===== config.mk =====
export PLATFORM = sky130hd
export DESIGN_NAME = bsl_boot_select
export DESIGN_NICKNAME = d
export VERILOG_FILES = /design/src/logic/bsl_pkg.sv /design/src/logic/bsl_pin_sync.sv /design/src/logic/bsl_boot_select.sv
export SDC_FILE = /design/constraint.sdc
export NUM_CORES = 1
export LEC_CHECK = 0
export ABC_AREA = 1
export BUFFER_PORTS_ARGS = -buffer_cell sky130_fd_sc_hd__buf_2
export CAP_MARGIN = 20
export CORE_ASPECT_RATIO = 1.5
export CORE_MARGIN = 1.5
export CORE_UTILIZATION = 35
export CTS_BUF_LIST = sky130_fd_sc_hd__clkbuf_4 sky130_fd_sc_hd__clkbuf_8
export DETAILED_ROUTE_END_ITERATION = 6
export PLACE_DENSITY = 0.72
export SYNTH_ARGS = -nofsm -noshare
export SYNTH_HDL_FRONTEND = slang
export SYNTH_SLANG_ARGS = --single-unit

===== constraint.sdc =====
create_clock -name ref_clk -period 1.25 [get_ports ref_clk]
set_input_delay 0.25 -clock ref_clk [delete_from_list [all_inputs] [get_ports ref_clk]]
set_output_delay 0.25 -clock ref_clk [all_outputs]
set_load 0.005 [all_outputs]

===== src/logic/bsl_pkg.sv =====
package bsl_pkg;

    // -----------------------------------------------------------------
    // boot addresses and vector bytes
    // -----------------------------------------------------------------
    localparam logic [15:0] BOOTLOADER_ADDR = 16'hF800;
    localparam logic [15:0] APPLICATION_ADDR = 16'h0000;
    localparam logic [15:0] API_ENTRY_ADDR = 16'hFFF0;
    localparam logic [7:0] SOFT_VECTOR_DEFAULT = 8'hFC;
    localparam logic [7:0] SOFT_VECTOR_LOW_BYTE = 8'h00;
    localparam logic [7:0] BOOT_STATUS_APP = 8'h00;

    // -----------------------------------------------------------------
    // fuse and lock field positions
    // -----------------------------------------------------------------
    localparam int unsigned JUMP_FUSE_BIT = 6;
    localparam int unsigned LOCK_BIT0 = 0;
    localparam int unsigned LOCK_BIT1 = 1;
    localparam logic [7:0] LOCK_BYTE_RESET = 8'hFF;

    // -----------------------------------------------------------------
    // internal flash top addresses
    // -----------------------------------------------------------------
    localparam logic [15:0] FLASH_TOP_16K = 16'h3FFF;
    localparam logic [15:0] FLASH_TOP_32K = 16'h7FFF;

    // -----------------------------------------------------------------
    // security levels
    // -----------------------------------------------------------------
    typedef enum logic [1:0] {
        BSL_LEVEL_NONE = 2'h1,
        BSL_LEVEL_NO_PROG = 2'h2,
        BSL_LEVEL_NO_READ = 2'h3
    } bsl_level_type;

    // -----------------------------------------------------------------
    // boot sequencing
    // -----------------------------------------------------------------
    typedef enum logic {
        BSL_HELD,
        BSL_RUN
    } bsl_state_type;

    localparam int unsigned SYNC_WIDTH = 3;
    // edges from dropping our strobe drive until the synced pin shows the strap
    localparam logic [1:0] STRAP_SETTLE = 2'h3;

endpackage : bsl_pkg


===== src/logic/bsl_pin_sync.sv =====
`timescale 1ns/1ps
module bsl_pin_sync #(
    parameter int unsigned WIDTH = 3,
    parameter logic [WIDTH-1:0] RESET_VALUE = '0
) (
    // clock and reset
    input wire logic ref_clk,
    input wire logic sys_rst,
    // pins and synchronised copy
    input wire logic [WIDTH-1:0] pinIn,
    output logic [WIDTH-1:0] pinSync
);

    // -----------------------------------------------------------------
    // two stages; only the second stage is ever read
    // -----------------------------------------------------------------
    typedef struct packed {
        logic [WIDTH-1:0] stage1;
        logic [WIDTH-1:0] stage2;
    } bsl_sync_type;

    bsl_sync_type sync_r;
    bsl_sync_type sync_nxt;

    always_comb begin
        sync_nxt.stage1 = pinIn;
        sync_nxt.stage2 = sync_r.stage1;
    end

    always_ff @(posedge ref_clk or posedge sys_rst) begin
        if (sys_rst) begin
            sync_r.stage1 <= RESET_VALUE;
            sync_r.stage2 <= RESET_VALUE;
        end else begin
            sync_r <= sync_nxt;
        end
    end

    assign pinSync = sync_r.stage2;

endmodule : bsl_pin_sync


===== src/logic/bsl_boot_select.sv =====
`timescale 1ns/1ps
module bsl_boot_select #(
    parameter bit FLASH_IS_32K = 1'b1
) (
    // clock and reset
    input wire logic ref_clk,
    input wire logic sys_rst,
    // device pins
    input wire logic resetPinN,
    input wire logic externalFetchSelectPin,
    input wire logic programStoreStrobeIn,
    output logic programStoreStrobeOut,
    output logic programStoreStrobeOe,
    // extra array flash contents
    input wire logic [7:0] hardwareSecurityByte,
    input wire logic [7:0] bootStatusByte,
    input wire logic [7:0] softBootVector,
    // boot result to the core
    output logic coreRun,
    output logic [15:0] bootAddress,
    output logic bootFromStrap,
    // program fetch steering
    input wire logic fetchValid,
    input wire logic [15:0] fetchAddr,
    output logic fetchExternal,
    output logic apiEntryHit,
    // soft security byte access
    input wire logic softSecurityWrEn,
    input wire logic [7:0] softSecurityWrData,
    output logic [7:0] softSecurityRdData,
    output logic [1:0] securityLevel,
    output logic ispProgramAllowed,
    output logic ispVerifyAllowed
);

    // -----------------------------------------------------------------
    // pin synchronisation
    // -----------------------------------------------------------------
    logic [bsl_pkg::SYNC_WIDTH-1:0] pinSync;
    logic resetSyncN;
    logic selectSync;
    logic strobeSync;

    // reset pin reads as asserted until proven otherwise
    bsl_pin_sync #(
        .WIDTH(bsl_pkg::SYNC_WIDTH),
        .RESET_VALUE(3'h0)
    ) u_pin_sync (
        .ref_clk(ref_clk),
        .sys_rst(sys_rst),
        .pinIn({resetPinN, externalFetchSelectPin, programStoreStrobeIn}),
        .pinSync(pinSync)
    );

    assign {resetSyncN, selectSync, strobeSync} = pinSync;

    // -----------------------------------------------------------------
    // lock level decode
    // -----------------------------------------------------------------
    function automatic bsl_pkg::bsl_level_type lockLevel(input logic [7:0] lockByte);
        if (!lockByte[bsl_pkg::LOCK_BIT1]) begin
            return bsl_pkg::BSL_LEVEL_NO_READ;
        end else if (!lockByte[bsl_pkg::LOCK_BIT0]) begin
            return bsl_pkg::BSL_LEVEL_NO_PROG;
        end
        return bsl_pkg::BSL_LEVEL_NONE;
    endfunction : lockLevel

    // -----------------------------------------------------------------
    // strap decode
    // -----------------------------------------------------------------
    // select high with strobe pulled low asks for the bootloader
    function automatic logic strapSeen(input logic sel, input logic strobe);
        return sel && !strobe;
    endfunction : strapSeen

    // -----------------------------------------------------------------
    // state
    // -----------------------------------------------------------------
    typedef struct packed {
        bsl_pkg::bsl_state_type state;
        logic resetPrevN;
        logic strapForce;
        logic coreRun;
        logic [15:0] bootAddr;
        logic fetchExt;
        logic apiHit;
        logic strobeOut;
        logic [7:0] lockByte;
        logic [1:0] strapWait;
    } bsl_boot_type;

    bsl_boot_type boot_r;
    bsl_boot_type boot_nxt;

    logic [15:0] flashTop;
    logic [15:0] resolvedAddr;
    bsl_pkg::bsl_level_type level;

    assign flashTop = FLASH_IS_32K ? bsl_pkg::FLASH_TOP_32K : bsl_pkg::FLASH_TOP_16K;
    assign level = lockLevel(boot_r.lockByte);

    // -----------------------------------------------------------------
    // boot decision
    // -----------------------------------------------------------------
    always_comb begin
        resolvedAddr = bsl_pkg::BOOTLOADER_ADDR;
        if (boot_r.strapForce) begin
            resolvedAddr = bsl_pkg::BOOTLOADER_ADDR;
        end else if (hardwareSecurityByte[bsl_pkg::JUMP_FUSE_BIT]) begin
            resolvedAddr = bsl_pkg::APPLICATION_ADDR;
        end else if (bootStatusByte == bsl_pkg::BOOT_STATUS_APP) begin
            // cleared status byte after programming starts the application
            resolvedAddr = bsl_pkg::APPLICATION_ADDR;
        end else if (softBootVector != bsl_pkg::SOFT_VECTOR_DEFAULT) begin
            resolvedAddr = {softBootVector, bsl_pkg::SOFT_VECTOR_LOW_BYTE};
        end else begin
            resolvedAddr = bsl_pkg::BOOTLOADER_ADDR;
        end
    end

    // -----------------------------------------------------------------
    // next state
    // -----------------------------------------------------------------
    always_comb begin
        boot_nxt = boot_r;
        boot_nxt.resetPrevN = resetSyncN;
        unique case (boot_r.state)
            bsl_pkg::BSL_HELD: begin
                // core stays stopped until the address is fixed
                boot_nxt.coreRun = 1'b0;
                if (boot_r.resetPrevN && !resetSyncN) begin
                    boot_nxt.strapForce = strapSeen(selectSync, strobeSync);
                end
                if (boot_r.strapWait != 2'h0) begin
                    boot_nxt.strapWait = boot_r.strapWait - 2'h1;
                end
                // last settle edge: the synced strobe now shows the strap, not our drive
                if (boot_r.strapWait == 2'h1) begin
                    boot_nxt.strapForce = strapSeen(selectSync, strobeSync);
                end
                if (resetSyncN && boot_r.resetPrevN && (boot_r.strapWait == 2'h0)) begin
                    boot_nxt.bootAddr = resolvedAddr;
                    boot_nxt.coreRun = 1'b1;
                    boot_nxt.state = bsl_pkg::BSL_RUN;
                end
            end
            bsl_pkg::BSL_RUN: begin
                // address frozen; fuse and vector changes wait for reset
                if (!resetSyncN) begin
                    // our strobe drive still sits on the pin here, so the strap is
                    // read only once it has let go; straps must stand that long
                    boot_nxt.strapWait = bsl_pkg::STRAP_SETTLE;
                    boot_nxt.coreRun = 1'b0;
                    boot_nxt.state = bsl_pkg::BSL_HELD;
                end
            end
        endcase
        boot_nxt.fetchExt = !selectSync || (fetchAddr > flashTop);
        boot_nxt.apiHit = boot_r.coreRun && fetchValid && (fetchAddr == bsl_pkg::API_ENTRY_ADDR);
        // strobe active low, only for external fetches
        boot_nxt.strobeOut = !(boot_r.coreRun && fetchValid && boot_nxt.fetchExt);
        if (softSecurityWrEn) begin
            // reserved bits stored as written; only bits 1-0 steer anything
            boot_nxt.lockByte = softSecurityWrData;
        end
    end

    always_ff @(posedge ref_clk or posedge sys_rst) begin
        if (sys_rst) begin
            boot_r.state <= bsl_pkg::BSL_HELD;
            boot_r.resetPrevN <= 1'b0;
            boot_r.strapForce <= 1'b0;
            boot_r.coreRun <= 1'b0;
            boot_r.bootAddr <= bsl_pkg::BOOTLOADER_ADDR;
            boot_r.fetchExt <= 1'b0;
            boot_r.apiHit <= 1'b0;
            boot_r.strobeOut <= 1'b1;
            boot_r.lockByte <= bsl_pkg::LOCK_BYTE_RESET;
            boot_r.strapWait <= 2'h0;
        end else begin
            boot_r <= boot_nxt;
        end
    end

    // -----------------------------------------------------------------
    // outputs
    // -----------------------------------------------------------------
    assign coreRun = boot_r.coreRun;
    assign bootAddress = boot_r.bootAddr;
    assign bootFromStrap = boot_r.strapForce;
    assign fetchExternal = boot_r.fetchExt;
    assign apiEntryHit = boot_r.apiHit;
    assign programStoreStrobeOut = boot_r.strobeOut;
    // pin driven only once running; the strap circuit must let go first
    assign programStoreStrobeOe = boot_r.coreRun;
    assign softSecurityRdData = boot_r.lockByte;
    assign securityLevel = level;
    assign ispProgramAllowed = (level == bsl_pkg::BSL_LEVEL_NONE);
    assign ispVerifyAllowed = (level != bsl_pkg::BSL_LEVEL_NO_READ);

endmodule : bsl_boot_select


==> results.yml, run 1 <==
clocking:
  clock_sinks: 31
  insertion_delay_ns: 0.28
  path_clk_slew_ns: 0.07
  h-tree-depth: 2
  cts_buffer_depth: 2
  cts_root_buf: "clkbuf_8"
  cts_tree: "done"
  cts_buffers: 5
yosys:
  synth_compound_area_frac: 0.0556
  synth-xor-area-share: 0
  yosys_warnings: 0
  synthCells: 163
  synth_edf_count: 0
  synth-main-ff-cell: "dfrtp_1"
  synth_area_um2: 1530
  synthSimpleGateAreaFrac: 0.189
  netlist.area_leader.share: 0.278
  synth_cell_types: 23
  ys_seq_area_frac: 0.518
  synthAdderAreaFrac: 0.0163
  ys_ff_latch: 31
  synth-async-reset-ratio: 1.00
  synth_area_leaders: "dfrtp_1 (28%), dfstp_2 (24%), buf_4 (12%), nand2_1 (6.1%), nor2_1 (5.9%)"
  yosys.area.top_type: "dfrtp_1"
  synth.avg_cell_area_um2: 9.40
  synth_top_family_by_area: "simple AND/OR/NAND/NOR gates"
  muxShareOfSynthArea: 0.0515
flow_run:
  drv_cap: 0
routing:
  wl_met2_mm: 1.52
  drc: 0
  drt-met1-wl_mm: 1.05
  wl_per_cell_um: 10.4
  vias: 1242
  highest_layer: "met4"
  ant_nets: 0
  drt_first_pass_iters: 4
  wl_met3_um: 273
  wl_mm: 2.90
  dr.first_iter.drc_count: 18
  routed_via_density: 4.45
setup_path:
  endpoint_kind: "output pin"
  required_ns: 1.00
  cp_slowest_cell: "dfstp_2"
  timing.rr.end: "bootAddress[8]$_DFFE_PP0P_"
  worstPathMaxFanout: 5
  rrSetupSlack_ns: 0.06
  worstPathCellList: "nand2_2 -> inv_1 -> buf_2"
  reg2reg_from: "boot_r[0]$_DFFE_PP0P_"
  crit_path_max_incr_delay_ns: 0.56
  critPathArrivalTime_ns: 1.02
  ff2ff_path_depth: 6
  setup.worst_path.start_class: "register"
  critical_path_class: "reg2out"
timing:
  fin_crit_sh: 1.02
  slew_viol_final: 0
  fin_ws_ns: -0.0234
  min_period_ns: 1.27
  hold_viol: 0
  rsz0062_at_grt: "yes"
  fmax_mhz: 785
  finalSetupViolCount: 3
  skew_ns: 0.00456
pwr:
  power.density_nw_per_um2: 1760
  irDropWorstVdd_mv: 1.51
  leakage_nw: 1.05
placed_design:
  place_area_um2: 1820
  portBuffers: 73
  place_congestion: 0.754
  place_worst_setup_slack_ns: -0.0200
  dp.final_hpwl_mm: 2.30
floorplanning:
  rows: 29
  core-area_um2: 4210
  start_util: 0.364
  ioPinCount: 89
  die_area_um2: 4790
  die_y_um: 84.0
  die_w_um: 57.0
status:
  status: "complete, but fails checks"
  violations: "setup timing"
grt:
  antenna_found_initial: 0
  grt_pass1_vias: 1078
  grt_overflow: 0
  grt_start_max_net_pins: 32
  grt_pass1_wl_mm: 4.43
  grt_util_all_layers: 0.118
cells_and_area:
  num_antenna_cells: 0
  drive_gt1_frac: 0.515
  nets: 289
  areaGrowthSynthToFinish_pct: 30.8
  stdcell_area_um2: 2000
hold_path:
  min_path_type: "in2async"
-- state kept, by name, summed over array words and instances (netlist names) --
signal and flops:
programStoreStrobeOut 1, boot_r 4, bootAddress 8, bootFromStrap 1
fetchExternal 1, softSecurityRdData 8, apiEntryHit 1, coreRun 1
u_pin_sync.sync_nxt 3, u_pin_sync.pinSync 3
-- worst max-delay path by stage --
stage	startpoint	end	slack, ns	cells past startpoint
after floorplan	boot_r[0]$_DFFE_PP0P_	bootAddress[8]$_DFFE_PP0P_	0.04	6
after global placement	boot_r[0]$_DFFE_PP0P_	bootAddress[8]$_DFFE_PP0P_	0.01	6
after detailed placement	boot_r[0]$_DFFE_PP0P_	bootAddress[8]$_DFFE_PP0P_	-0.02	6
after CTS	softSecurityRdData[1]$_DFFE_PP1P_	ispProgramAllowed	-0.04	3
after global routing	softSecurityRdData[1]$_DFFE_PP1P_	ispProgramAllowed	-0.07	3
final	softSecurityRdData[1]$_DFFE_PP1P_	ispProgramAllowed	-0.02	3
-- cells in the mapped netlist, types with 2 or more instances --
cell type	instances
dfstp_2	14
nor3_1	2
inv_1	15
nor2_1	24
nand3b_1	3
a21oi_1	7
ha_1	2
dfrtp_1	17
buf_4	25
o21ai_0	7
nand3_1	3
nand4_1	3
nand2_1	25
mux2_2	7
-- final cells by class --
cell class                      count  area (µm²)
Fill cell                         429        2210
Clock buffer                        5        68.8
Inverter                           16        60.1
Clock inverter                      3        67.6
Multi-Input combinational cell     96         523
Sequential cell                    31         793
Tap cell                           46        57.6
Timing Repair Buffer               82         433
-- logic make-up after synthesis --
group,count (synthesis)
AOI/OAI and AO/OA,16
adders and majority gates,2
buffers and inverters,43
DFF,31
muxes,7
other,1
and+or+nand+nor,63
-- per-stage QoR --
step	cells	total power, mW	util	TNS [ns]	hold slack [ns]
5_1_grt	279	3.73	0.476	-0.214	0.0534
4_1_cts	276	3.51	0.471	-0.0853	0.0454
3_3_place_gp	267	2.25	0.433	0	0.331
2_1_floorplan	170	2.06	-	0	0.281
6_report	279	3.52	0.476	-0.0421	0.0398
3_5_place_dp	267	2.28	0.433	-0.0508	0.336
-- routing by layer --
metal,up-vias,track usage
met5,-,0
met4,0,0.0444
met3,5,0.0434
met2,67,0.214
met1,550,0.119
li1,620,-
-- worst max-delay path: cells and delay by family, from the launching register on --
kind	cells	cell delay, ns
buf+inv	2	0.14
flops	1	0.56
simple gates	1	0.05
-- layout by cell type, fill, tap and decap left out, types with 2 or more instances in the layout --
cell type | netlist | routed
a21oi_1 | 7 | 7
buf_2 | 1 | 73
buf_4 | 25 | 9
bufinv_16 | 0 | 2
clkbuf_8 | 0 | 5
conb_1 | 1 | 8
dfrtp_1 | 17 | 17
dfstp_2 | 14 | 14
inv_1 | 15 | 12
inv_2 | 1 | 4
mux2_2 | 7 | 7
nand2_1 | 25 | 24
nand3_1 | 3 | 3
nand3b_1 | 3 | 3
nand4_1 | 3 | 3
nor2_1 | 24 | 24
nor3_1 | 2 | 2
o21ai_0 | 7 | 7
-- repair_timing --
action / in CTS / in global routing
setup endpoints to repair: 11 / 10
gates resized for setup: 4 / 2
hold buffers: 0 / 0
pin swaps: 5 / 3
setup buffers: 1 / 3
-- power breakdown --
part	total [mW]	leakage, nW	internal, mW	switching, mW
Combinational	0.937	0.631	0.491	0.445
Sequential	1.42	0.356	1.29	0.127
Clock	1.16	0.0644	0.795	0.369
Total	3.52	1.05	2.58	0.941
Note: power is estimated with default switching activity, not from simulation.
==> run 2, diff against run 1 <==
Settings changed: CELL_PAD_IN_SITES_DETAIL_PLACEMENT set to 0, CELL_PAD_IN_SITES_GLOBAL_PLACEMENT set to 1, CORE_UTILIZATION 35 to 29, PLACE_DENSITY 0.72 to 0.82.
==> run 2 against run 1 <==
  * The run still ends with setup timing left
  * Critical path type unchanged
  * Sequential power about the same
  * Combinational power up 0.9%
  * Final area up 0.44%
  * Clock-buffer cell count up 1
  * Highest routed layer unchanged
  * Routed wire length up 3.5%
  * Core utilization down 8.3 points
  * Largest cell class unchanged
  * Final cell count up 7.2%
  * Via count down 0.89%
  * Die area up 20%
==> results.yml, run 2 (synthesized netlist as in run 1, its figures left out) <==
status:
  status: "complete, but fails checks"
  violations: "setup timing"
setup_path:
  critPathArrivalTime_ns: 1.03
  setup.worst_path.start_class: "register"
  ff2ff_path_depth: 6
  worstPathMaxFanout: 5
  critical_path_class: "reg2out"
  endpoint_kind: "output pin"
  required_ns: 1.00
grt:
  grt_start_max_net_pins: 32
  antenna_found_initial: 0
  grt_util_all_layers: 0.114
  grt_pass1_vias: 1186
  grt_overflow: 0
  grt_pass1_wl_mm: 5.06
timing:
  rsz0062_at_grt: "yes"
  min_period_ns: 1.28
  fin_ws_ns: -0.0325
  fin_crit_sh: 1.03
  slew_viol_final: 0
  hold_viol: 0
  fmax_mhz: 780
  finalSetupViolCount: 3
  skew_ns: 0.00465
clocking:
  cts_root_buf: "clkbuf_8"
  clock_sinks: 31
  path_clk_slew_ns: 0.06
  cts_buffers: 5
  cts_tree: "done"
  h-tree-depth: 2
  insertion_delay_ns: 0.28
  postCtsHoldBufs: 0
  cts_buffer_depth: 2
placed_design:
  dp.final_hpwl_mm: 2.38
  portBuffers: 73
  place_area_um2: 1870
  place_worst_setup_slack_ns: -0.00776
  place_congestion: 0.698
pwr:
  power_frac_clock: 0.295
  switching_share: 0.275
  p_int_mw: 2.43
  switchingPower_uw: 922
  leakage_nw: 1.04
  power.density_nw_per_um2: 1670
  irDropWorstVdd_mv: 0.480
  pwr-share-comb: 0.282
  p_seq_frac: 0.423
  fin_total_pwr_mw: 3.35
cells_and_area:
  stdcell_area_um2: 2010
  fillers: 552
  drive_gt1_frac: 0.515
  ff_latch_area_um2: 793
  final_cell_mix: "buf_2 (73), nor2_1 (24), nand2_1 (23), dfrtp_1 (17), dfstp_2 (14)"
  num_antenna_cells: 0
  multi_input_area_um2: 526
  areaGrowthSynthToFinish_pct: 31.4
  final_common_cell: "buf_2"
  nets: 287
routing:
  wl_per_cell_um: 10.0
  drc: 0
  ant_nets: 0
  vias: 1231
  dr.first_iter.drc_count: 27
  drt_first_pass_iters: 3
  wl_mm: 3.00
  routed_via_density: 4.12
flow_run:
  drv_cap: 0
floorplanning:
  core-area_um2: 5120
  die_area_um2: 5730
  die_w_um: 62.3
  rows: 32
  start_util: 0.299
  ioPinCount: 89
  die_y_um: 92
hold_path:
  min_path_type: "in2async"
run 2: cell types whose count changed in the layout (fill, tap and decap cells not counted), sizes merged:
cell | before | now
buf | 82 | 80
bufinv | 2 | 1
clkinv | 0 | 1
clkbuf | 5 | 6
clkinvlp | 1 | 0
run 2: layout make-up:
type	count	share of cell area
clock buffer	6	0.0410
clock inverter	2	0.0174
inverter	16	0.0299
multi-input combinational	96	0.261
sequential	31	0.394
tap	68	0.0423
timing repair buffer	80	0.214
run 2: what timing repair did:
action,CTS,global route
gates cloned,0,0
buffers inserted,0,1
setup endpoints to repair,6,10
gates resized for setup,5,2
pin swaps,4,3
run 2: worst paths after layout:
path	from	to	slack (ns)
worst min-delay path	sys_rst	fetchExternal$_DFF_PP0_	0.009
worst min register to register	u_pin_sync.sync_nxt[2]$_DFF_PP0_	u_pin_sync.pinSync[2]$_DFF_PP0_	0.35
worst max register to register	boot_r[0]$_DFFE_PP0P_	bootAddress[9]$_DFFE_PP0P_	0.11
max in group asynchronous	sys_rst	bootAddress[12]$_DFFE_PP1P_	1.01
worst max-delay path	softSecurityRdData[1]$_DFFE_PP1P_	ispProgramAllowed	-0.03
min in group ref_clk	resetPinN	u_pin_sync.sync_nxt[2]$_DFF_PP0_	0.08
run 2: worst max-delay path, cell delays in order (launching register included):
cell and delay (ns):
dfstp_2 0.57, nand2_2 0.06, inv_1 0.04, buf_2 0.09
run 2: through the flow:
step	hold slack (ns)	TNS [ns]	cells	utilization
floorplan	0.281	0	170	-
global placement	0.304	0	290	0.365
detailed placement	0.315	-0.00776	290	0.365
CTS	0.0105	-0.0878	298	0.390
global route	0.0256	-0.226	299	0.393
finish	0.00859	-0.0596	299	0.393
run 2: per-layer routing:
| layer | track usage | vias to the layer above | part of all wire |
|---|---|---|---|
| li1 | - | 613 | - |
| met1 | 0.116 | 542 | 0.38 |
| met2 | 0.206 | 70 | 0.51 |
| met3 | 0.0429 | 6 | 0.097 |
| met4 | 0.0500 | 0 | 0.018 |
| met5 | 0 | - | 0 |
run 2: power by group through the flow:
stage	clock (mW)	sequential (mW)	combinational, mW
floorplan	0	1.41	0.654
global placement	0	1.42	0.868
detailed placement	0	1.43	0.883
CTS	1.04	1.42	0.935
global route	1.07	1.46	1.06
finish	0.990	1.42	0.945
==> run 3, diff against run 2 <==
==> constraint.sdc (replaced) <==
create_clock -name ref_clk -period 1.25 [get_ports ref_clk]
set_input_delay 0.125 -clock ref_clk [delete_from_list [all_inputs] [get_ports ref_clk]]
set_output_delay 0.125 -clock ref_clk [all_outputs]
set_load 0.005 [all_outputs]
==> run 3 against run 2 <==
  * The run now ends clean
  * Setup slack improved by 0.12 ns
  * Sequential cell count stayed put
  * First-iteration DRC count fell by 19%
  * Maximum frequency increased by 10%
  * Clock-buffer cell count down 1
  * Largest cell class unchanged
==> results.yml, run 3 (synthesized netlist as in run 1, its figures left out) <==
status:
  status: "finished, final reports clean"
routing:
  wl_mm: 3.00
  drt_first_pass_iters: 4
  drc: 0
  dr.first_iter.drc_count: 22
  routed_via_density: 4.09
  wl_per_cell_um: 9.93
  ant_nets: 0
  vias: 1234
timing:
  slew_viol_final: 0
  fin_crit_sh: 0.931
  rsz0062_at_grt: "no"
  fmax_mhz: 859
  finalSetupTns_ns: 0
  hold_viol: 0
  skew_ns: 0.00321
  hold_slack_ns: 0.0147
  finalSetupViolCount: 0
  min_period_ns: 1.16
cells_and_area:
  final_cell_mix: "buf_2 (73), nand2_1 (25), nor2_1 (24), dfrtp_1 (17), dfstp_2 (14)"
  drive_gt1_frac: 0.491
  nets: 290
  num_antenna_cells: 0
  stdcell_area_um2: 2050
  areaGrowthSynthToFinish_pct: 33.7
  multi_input_area_um2: 520
  ff_latch_area_um2: 793
  fillers: 574
  utilization: 0.400
  final_common_cell: "buf_2"
setup_path:
  path_buf_inv: 2
  required_ns: 1.12
  path_delay_family: "flip-flops"
  worstPathCellList: "nand2_1 -> inv_1 -> buf_2"
  crit_path_max_incr_delay_ns: 0.56
  endpoint_kind: "output pin"
  timing.rr.end: "bootAddress[8]$_DFFE_PP0P_"
  critical_path_class: "reg2out"
  ff2ff_path_depth: 6
  reg2reg_from: "boot_r[1]$_DFFE_PP0P_"
  worstPathMaxFanout: 5
  cp_slowest_cell: "dfstp_2"
  setup.worst_path.start_class: "register"
  rrSetupSlack_ns: 0.09
  critPathArrivalTime_ns: 1.04
hold_path:
  holdPathStages: 2
  hold_end: "programStoreStrobeOut$_DFF_PP1_"
  worstHoldStart: "fetchValid"
  min_path_type: "in2reg"
clocking:
  cts_buffer_depth: 2
  cts_tree: "done"
  cts_root_buf: "clkbuf_8"
  insertion_delay_ns: 0.28
  path_clk_slew_ns: 0.06
  clock_sinks: 31
  h-tree-depth: 2
  cts_buffers: 5
grt:
  grt_util_all_layers: 0.109
  antenna_found_initial: 0
  grt_pass1_wl_mm: 4.97
  grt_start_max_net_pins: 32
  grt_pass1_vias: 1177
  grt_overflow: 0
pwr:
  p_seq_frac: 0.404
  pwr-share-comb: 0.263
  leakage_nw: 1.05
  switchingPower_uw: 936
  power.density_nw_per_um2: 1700
  fin_total_pwr_mw: 3.48
  p_int_mw: 2.55
  power_frac_clock: 0.333
  switching_share: 0.269
  irDropWorstVdd_mv: 0.483
placed_design:
  place_area_um2: 1860
  place_congestion: 0.701
  dp.final_hpwl_mm: 2.41
  portBuffers: 73
floorplanning:
  rows: 32
  die_w_um: 62.3
  start_util: 0.299
  core-area_um2: 5120
  die_y_um: 92
  die_area_um2: 5730
  ioPinCount: 89
flow_run:
  drv_cap: 0
-- run 3: power groups by stage --
| stage | registers (mW) | clock network, mW | logic (mW) |
|---|---|---|---|
| finish | 1.41 | 1.16 | 0.915 |
| global route | 1.45 | 1.23 | 1.03 |
| CTS | 1.41 | 1.20 | 0.938 |
| detailed placement | 1.42 | 0 | 0.886 |
| global placement | 1.42 | 0 | 0.863 |
| floorplan | 1.41 | 0 | 0.654 |
-- run 3: through the flow --
stage                     std cells  setup WS [ns]
after floorplan                 170         0.0440
after global placement          290         0.0142
after detailed placement        290       -0.00945
after CTS                       302         0.0158
after global routing            302        0.00354
final                           302         0.0861
-- run 3: what timing repair did --
item,in CTS,in global routing
pin swaps,1,4
hold endpoints to repair,20,0
resized for setup,4,1
setup endpoints to repair,4,6
hold buffers,4,0
setup buffers,0,0
-- run 3: how the worst max path moves through the flow --
stage / slack [ns] / to / startpoint / depth (start not counted)
final: 0.09 / ispProgramAllowed / softSecurityRdData[1]$_DFFE_PP1P_ / 3
after global routing: 0.004 / bootAddress[8]$_DFFE_PP0P_ / boot_r[1]$_DFFE_PP0P_ / 6
after CTS: 0.02 / bootAddress[8]$_DFFE_PP0P_ / boot_r[0]$_DFFE_PP0P_ / 6
after detailed placement: -0.009 / bootAddress[8]$_DFFE_PP0P_ / boot_r[1]$_DFFE_PP0P_ / 6
after global placement: 0.01 / bootAddress[8]$_DFFE_PP0P_ / boot_r[0]$_DFFE_PP0P_ / 6
after floorplan: 0.04 / bootAddress[8]$_DFFE_PP0P_ / boot_r[0]$_DFFE_PP0P_ / 6
-- run 3: cell type report --
class | count | share of cell area
well taps | 68 | 0.0415
inverters | 16 | 0.0305
multi-input cells | 96 | 0.254
flip-flops and latches | 31 | 0.387
clock buffers | 5 | 0.0336
clock inverters | 3 | 0.0330
repair buffers | 83 | 0.220
-- run 3: layer usage --
metal | up-vias | share of wire | routed length [µm] | track usage
met5 | - | 0 | 0 | 0
met4 | 0 | 0.017 | 50 | 0.0444
met3 | 6 | 0.10 | 300 | 0.0368
met2 | 68 | 0.50 | 1490 | 0.201
met1 | 541 | 0.39 | 1160 | 0.113
li1 | 619 | - | - | -
-- run 3: worst register-to-register path, cell delays in order, from the launching register on --
cell and delay [ns]:
dfrtp_1 0.37, inv_2 0.09, ha_4 0.15, nand4_4 0.13, nor2_4 0.20, nand3b_1 0.10, nand2_1 0.06
